===== src/shared/pmx_defs.vh =====
// Overview of operation
// - Couples 24-bit program memory data bus with 16-bit data memory bus, upper 16 direct.
// - Two one-way driver paths between narrow bus and wide bus upper 16 bits.
// - Extension register is 8 bits, loadable from low byte of either bus.
// - Extension register drivable onto low 8 bits of either bus.
// - Program memory data read: destination gets upper 16, extension captures lower 8.
// - Program memory data write places extension register on low 8 bits of word.
// - Source register supplies upper 16 bits of stored program memory word.
// - Explicit load from narrow bus keeps low 8 bits, discards upper 8.
// - Explicit read onto narrow bus gives extension byte low, upper 8 zero.
// - Dual reads route wide bus upper 16 to Y operand path, bypassing exchange.
`ifndef PMX_DEFS_VH
`define PMX_DEFS_VH
`define PMX_PMD_W 24
`define PMX_DMD_W 16
`define PMX_EXT_W 8
`define PMX_UP_LSB 8
`define PMX_UP_MSB 23
`define PMX_EXT_MSB 7
`define PMX_EXT_RST 8'h00
`define PMX_ZERO_BYTE 8'h00
`define PMX_FIFO_DEPTH 4
`endif


===== src/pmx_exchange.v =====
`timescale 1ns/1ps
`include "pmx_defs.vh"
module pmx_exchange #(
  parameter DEPTH = `PMX_FIFO_DEPTH
) (
  // Clock and reset
  input wire core_clk,
  input wire resetn,
  // Program memory data bus, three signals
  input wire [23:0] program_memory_data_bus_in,
  output reg [23:0] program_memory_data_bus_out,
  output reg program_memory_data_bus_oe,
  // Data memory data bus, three signals
  input wire [15:0] data_memory_data_bus_in,
  output reg [15:0] data_memory_data_bus_out,
  output reg data_memory_data_bus_oe,
  // Transfer controls from sequencer
  input wire pm_data_read,
  input wire pm_data_write,
  input wire pm_dual_read,
  input wire ext_load_dmd,
  input wire ext_read_dmd,
  // Write source register stream into the exchange
  input wire wr_valid,
  output reg wr_ready,
  // Read results toward destination registers
  output reg rd_valid,
  input wire rd_ready,
  output reg [15:0] rd_data,
  // Dedicated Y operand path and extension view
  output reg [15:0] y_operand_data,
  output reg y_operand_valid,
  output reg [7:0] pm_low_byte_extension
);
  // ==========================================
  // Decode helpers
  // ==========================================
  // Data word read from program memory
  function pm_word_read;
    input rd;
    input dual;
    begin
      pm_word_read = rd && !dual;
    end
  endfunction

  // Result pushed into the read FIFO
  function rd_push_dec;
    input rd;
    input dual;
    input ext_rd;
    begin
      rd_push_dec = pm_word_read(rd, dual) || ext_rd;
    end
  endfunction

  // Pointer width for a FIFO depth
  function integer addr_bits;
    input integer depth;
    integer span;
    begin
      addr_bits = 1;
      for (span = 2; span < depth; span = span * 2) begin
        addr_bits = addr_bits + 1;
      end
    end
  endfunction

  // ==========================================
  // Widths and depths
  // ==========================================
  localparam PMD_W = `PMX_PMD_W;
  localparam DMD_W = `PMX_DMD_W;
  localparam EXT_W = `PMX_EXT_W;
  localparam LANES = PMD_W / EXT_W;
  localparam FIFO_AW = addr_bits(DEPTH);

  // ==========================================
  // Decoded transfer kinds
  // ==========================================
  wire word_read;
  wire read_push;
  wire write_drive;
  assign word_read = pm_word_read(pm_data_read, pm_dual_read);
  assign read_push = rd_push_dec(pm_data_read, pm_dual_read, ext_read_dmd);
  assign write_drive = pm_data_write && wr_valid;

  // ==========================================
  // Extension register
  // ==========================================
  reg [7:0] ext_r;
  reg [7:0] ext_nxt;
  always @* begin
    ext_nxt = ext_r;
    if (word_read) begin
      ext_nxt = program_memory_data_bus_in[`PMX_EXT_MSB:0];
    end else if (ext_load_dmd) begin
      ext_nxt = data_memory_data_bus_in[`PMX_EXT_MSB:0];
    end
  end

  always @(posedge core_clk) begin
    if (!resetn) begin
      ext_r <= `PMX_EXT_RST;
      pm_low_byte_extension <= `PMX_EXT_RST;
    end else begin
      ext_r <= ext_nxt;
      pm_low_byte_extension <= ext_nxt;
    end
  end

  // ==========================================
  // Wide word lanes for program memory writes
  // ==========================================
  wire [PMD_W-1:0] pm_write_word;
  genvar lane;
  generate
    for (lane = 0; lane < LANES; lane = lane + 1) begin : g_lane
      if (lane == 0) begin : g_ext
        assign pm_write_word[lane*EXT_W +: EXT_W] = ext_r;
      end else begin : g_up
        assign pm_write_word[lane*EXT_W +: EXT_W] = data_memory_data_bus_in[(lane-1)*EXT_W +: EXT_W];
      end
    end
  endgenerate

  // ==========================================
  // Narrow word for reads
  // ==========================================
  reg [15:0] rd_word;
  always @* begin
    rd_word = program_memory_data_bus_in[`PMX_UP_MSB:`PMX_UP_LSB];
    if (ext_read_dmd) begin
      rd_word = {`PMX_ZERO_BYTE, ext_r};
    end
  end

  // ==========================================
  // Read result FIFO
  // ==========================================
  wire fifo_in_ready;
  wire fifo_out_valid;
  wire fifo_out_ready;
  wire [15:0] fifo_out_data;
  pmx_fifo #(
    .WIDTH(DMD_W),
    .DEPTH(DEPTH),
    .AW(FIFO_AW)
  ) u_fifo (
    .core_clk(core_clk),
    .resetn(resetn),
    .in_valid(read_push),
    .in_ready(fifo_in_ready),
    .in_data(rd_word),
    .out_valid(fifo_out_valid),
    .out_ready(fifo_out_ready),
    .out_data(fifo_out_data)
  );

  // ==========================================
  // Read result output stage
  // ==========================================
  // Next word moves up only when the stage is empty or taken
  assign fifo_out_ready = !rd_valid || rd_ready;
  always @(posedge core_clk) begin
    if (!resetn) begin
      rd_valid <= 1'b0;
      rd_data <= {`PMX_DMD_W{1'b0}};
    end else begin
      if (fifo_out_valid && fifo_out_ready) begin
        rd_valid <= 1'b1;
        rd_data <= fifo_out_data;
      end else if (rd_ready) begin
        rd_valid <= 1'b0;
      end
    end
  end

  always @(posedge core_clk) begin
    if (!resetn) begin
      wr_ready <= 1'b0;
    end else begin
      wr_ready <= fifo_in_ready;
    end
  end

  // ==========================================
  // Program memory data bus driver
  // ==========================================
  always @(posedge core_clk) begin
    if (!resetn) begin
      program_memory_data_bus_out <= {`PMX_PMD_W{1'b0}};
      program_memory_data_bus_oe <= 1'b0;
    end else begin
      program_memory_data_bus_oe <= write_drive;
      program_memory_data_bus_out <= pm_write_word;
    end
  end

  // ==========================================
  // Data memory data bus driver
  // ==========================================
  always @(posedge core_clk) begin
    if (!resetn) begin
      data_memory_data_bus_out <= {`PMX_DMD_W{1'b0}};
      data_memory_data_bus_oe <= 1'b0;
    end else begin
      data_memory_data_bus_oe <= read_push;
      data_memory_data_bus_out <= rd_word;
    end
  end

  // ==========================================
  // Dedicated Y operand path
  // ==========================================
  always @(posedge core_clk) begin
    if (!resetn) begin
      y_operand_data <= {`PMX_DMD_W{1'b0}};
      y_operand_valid <= 1'b0;
    end else begin
      y_operand_valid <= pm_dual_read;
      y_operand_data <= program_memory_data_bus_in[`PMX_UP_MSB:`PMX_UP_LSB];
    end
  end
endmodule


===== src/pmx_fifo.v =====
`timescale 1ns/1ps
module pmx_fifo #(
  parameter WIDTH = 16,
  parameter DEPTH = 4,
  parameter AW = 2
) (
  // Clock and reset
  input wire core_clk,
  input wire resetn,
  // Fill side
  input wire in_valid,
  output wire in_ready,
  input wire [WIDTH-1:0] in_data,
  // Drain side
  output reg out_valid,
  input wire out_ready,
  output reg [WIDTH-1:0] out_data
);
  reg [WIDTH-1:0] mem_r [0:DEPTH-1];
  reg [AW-1:0] wptr_r;
  reg [AW-1:0] rptr_r;
  reg [AW:0] count_r;
  wire push;
  wire pop;
  wire empty_mem;
  assign empty_mem = (count_r == {(AW+1){1'b0}});
  assign in_ready = (count_r != DEPTH[AW:0]);
  assign push = in_valid && in_ready;
  assign pop = !empty_mem && (!out_valid || out_ready);
  always @(posedge core_clk) begin
    if (push) begin
      mem_r[wptr_r] <= in_data;
    end
  end
  always @(posedge core_clk) begin
    if (!resetn) begin
      wptr_r <= {AW{1'b0}};
      rptr_r <= {AW{1'b0}};
      count_r <= {(AW+1){1'b0}};
      out_valid <= 1'b0;
      out_data <= {WIDTH{1'b0}};
    end else begin
      if (push) begin
        wptr_r <= wptr_r + 1'b1;
      end
      if (pop) begin
        rptr_r <= rptr_r + 1'b1;
        out_data <= mem_r[rptr_r];
        out_valid <= 1'b1;
      end else if (out_ready) begin
        out_valid <= 1'b0;
      end
      count_r <= count_r + {{AW{1'b0}}, push} - {{AW{1'b0}}, pop};
    end
  end
endmodule


===== config.mk =====
export PLATFORM = sky130hd
export DESIGN_NAME = pmx_exchange
export DESIGN_NICKNAME = d
export VERILOG_FILES = /design/src/pmx_exchange.v /design/src/pmx_fifo.v
export VERILOG_INCLUDE_DIRS = /design/src /design/src/shared
export SDC_FILE = /design/constraint.sdc
export NUM_CORES = 1
export LEC_CHECK = 0
export ABC_AREA = 1
export BUFFER_PORTS_ARGS = -buffer_cell sky130_fd_sc_hd__buf_2
export CAP_MARGIN = 20
export CORE_ASPECT_RATIO = 0.5
export CORE_UTILIZATION = 57
export DETAILED_ROUTE_END_ITERATION = 16
export PLACE_DENSITY = 0.78
export SYNTH_ARGS = -nofsm -noshare
export SYNTH_HDL_FRONTEND = slang
export SYNTH_SLANG_ARGS = --single-unit

===== constraint.sdc =====
create_clock -name core_clk -period 2.8 [get_ports core_clk]
set_input_delay 0.42 -clock core_clk [delete_from_list [all_inputs] [get_ports core_clk]]
set_output_delay 0.42 -clock core_clk [all_outputs]
set_load 0.02 [all_outputs]

==> metrics.md <==
| Metric | Value |
|---|---|
| Worst-Margin Slew | `0.634 ns` |
| Final Max Tran Viols | `0` |
| Setup TNS | `0 ns` |
| Hold_buf cts | `0` |
| Final Non-Filler Cells | `1041` |
| Pwr Density | `959 nW/um^2` |
| Clock Sinks | `173` |
| Switching share of total power | `32.8%` |
| Worst-path cell chain | `nor2_2 > nand2_2 > nand2_4 > inv_1 > ha_1 > inv_1 > ha_1 > inv_1 > fa_1 > o21ai_0 > a21oi_1` |
| Most common cell on crit path | `inv_1` |
| Final hold vios | `0` |
| Vias in the first global route | `4719` |
| CORE AREA | `11100 sq um` |
| Antenna violations before repair | `0` |
| CTS Buf Count | `17` |
| Synth unique cells | `26` |
| Asr flop ratio synth | `0%` |
| Max-Cap Viols | `0` |
| CP startpoint kind | `flop` |
| Post-CTS Setup Repair Bufs | `0` |
| Final Cycle Share | `71.2%` |
| Post-synth top flop | `dfxtp_1` |
| Commonest non-fill, non-tap cell in the layout | `nand2_1` |
| Die H | `78.1 microns` |
| Max Clk Rate | `0.501 GHz` |
| Starting density of the core | `59.2%` |
| Mapped cell area | `6600 sq um` |
| FF+latch count, synth | `173` |
| Drt first pass iters | `4` |
| Fin worst setup slack | `0.805 ns` |
| Share of cells above drive strength 1 | `20.9%` |
| Max Root-Sink Buffers | `2` |
| P_int | `5.10 mW` |
| Final ANT Viol Nets | `0` |
| Detailed Route Iter0 Violations | `340` |
| WP data required | `3.11 ns` |
| Worst rel slew slack | `57.7%` |
| Status | `finished, final reports clean` |
| Worst Path Max Fanout | `4` |
| Register area share after synthesis | `62.2%` |
| Final Critical Period | `1.99 ns` |
| Post-DR vias/cell | `4.72` |
| Sequential Power Share | `42.6%` |
| Detailed placement HPWL | `9.02 mm` |
| Io pins | `134` |
| CTS tree | `done` |
| Final setup violation count | `0` |
| Layout area overhead | `20.0%` |
| Crit path kind | `reg2reg` |
| GPL Wtd Cong | `0.767` |
| Root buf cell | `clkbuf_16` |
| RSZ-0062 raised after global routing | `no` |
| GRT Total Usage | `24.6%` |
| Die area | `12000 sq um` |
| Avg Inst Size Synth | `8.79 sq um` |
| Clock skew | `0.0102 ns` |
| Die W | `154 microns` |
| Max incr delay on CP | `0.37 ns` |
| Pre-CTS setup slack | `0.622 ns` |
| H-tree depth | `4` |
| Port Buffers | `133` |
| Drt drc | `0` |
| Cells after Synth | `751` |
| Global-route wire length before repair | `22.7 mm` |
| Drt total wl | `13.6 mm` |
| Worst IR drop on VDD | `437 uV` |
| Drt wl/cell | `13.1 microns` |
| Vias | `4918` |
| Clock transition at path regs | `0.06 ns` |
| Post-synth EDFFs | `64` |
| CP max stage cell | `fa_1` |
| Min-Delay Path Class | `in2reg` |
| Post_cts resized | `0` |
| Row cnt | `27` |
| Switching power of the nets | `2.50 mW` |
| Remaining Overflow, GRT | `0` |
| Fin nets | `939` |
| DP Cell Count | `1009` |
| Crit path capture type | `flop` |
| Clk pwr share | `30.9%` |
| Synth warn | `0` |
| Largest net degree at the start of global routing | `54` |
| Leakage | `4.19 nW` |
| Ant. Diodes | `0` |
| Most frequent cells in the layout | `nand2_1 (196), inv_1 (147), buf_2 (133), dfxtp_1 (109), nor2_1 (92)` |
| Syn nets | `807` |
| Comb pwr share | `26.4%` |
| Skew-Pair Late Insertion Delay | `0.42 ns` |
| Worst Path Arrival | `2.30 ns` |
[cells in the mapped netlist (5+ instances only)]
master / n / area share (%)
nand2_1: 196 / 11
inv_1: 147 / 8.4
dfxtp_1: 109 / 33
nor2_1: 92 / 5.2
edfxtp_1: 64 / 29
nand3_1: 40 / 3.0
o21ai_0: 28 / 2.1
a21oi_1: 18 / 1.4
buf_2: 14 / 1.1
buf_6: 7 / 1.2
ha_1: 6 / 1.1
buf_4: 5 / 0.57
nand2_2: 5 / 0.47
[metrics by stage]
stage	utilization, %	hold WS (ns)	area, sq um	power (mW)
after detailed placement	65.7	0.453	7320	5.29
after global placement	65.7	0.444	7320	5.22
final	71.1	0.179	7920	7.60
after CTS	71.1	0.166	7920	7.64
after floorplan	-	0.475	6600	4.85
after global routing	71.1	0.175	7920	8.07
[power by group through the flow]
stage | combinational, mW | clock, mW | sequential (mW)
final | 2.01 | 2.35 | 3.24
after global routing | 2.31 | 2.48 | 3.28
after CTS | 2.02 | 2.38 | 3.24
after detailed placement | 1.99 | 0 | 3.29
after global placement | 1.95 | 0 | 3.27
after floorplan | 1.44 | 0 | 3.41
[critical path, delay by kind of cell (launching register included)]
| family | cells | cell delay, ns |
|---|---|---|
| compound gates | 2 | 0.22 |
| fa+ha+maj | 3 | 0.78 |
| buf+inv | 3 | 0.17 |
| flops | 1 | 0.35 |
| simple gates | 3 | 0.35 |
[cell type report]
cell class / count / area (sq um)
fillers: 852 / 3230
inverters: 152 / 576
repair buffers: 143 / 753
flip-flops and latches: 173 / 4100
well taps: 145 / 181
clock buffers: 24 / 524
multi-input cells: 396 / 1710
clock inverters: 8 / 75.1
[final timing paths]
path / start / end / slack [ns] / depth (start not counted)
setup / recovery: u_fifo.count_r[1] / u_fifo.count_r[2] / 0.81 / 11
hold / removal: data_memory_data_bus_in[12] / program_memory_data_bus_out[20] / 0.18 / 3
setup reg to reg: u_fifo.count_r[1] / u_fifo.count_r[2] / 0.81 / 11
hold reg to reg: ext_r[1] / program_memory_data_bus_out[1] / 0.47 / 2
[kinds of logic after synthesis]
family / count (synthesis) / synth area share, %
compound gates: 53 / 4.19
fa+ha+maj: 7 / 1.44
buf+inv: 182 / 12.0
flops: 173 / 62.2
simple gates: 336 / 20.3
[sequential cells by signal (all words and copies together), names as in the netlist, 2 cells and up]
name and count:
rd_data 16, u_fifo.mem_r 64, u_fifo.wptr_r 2, u_fifo.out_data 16
u_fifo.count_r 3, u_fifo.rptr_r 2, y_operand_data 16, ext_r 8
program_memory_data_bus_out 24, data_memory_data_bus_out 16
[layer usage]
metal  up-vias  global-route usage [%]  share of wire [%]
met5         -                       0                  0
met4         0                    7.20               0.98
met3        11                    6.90                7.0
met2       160                    41.8                 48
met1      2217                    31.1                 44
li1       2530                       -                  -
No activity file was read; power rests on OpenSTA's default activity.
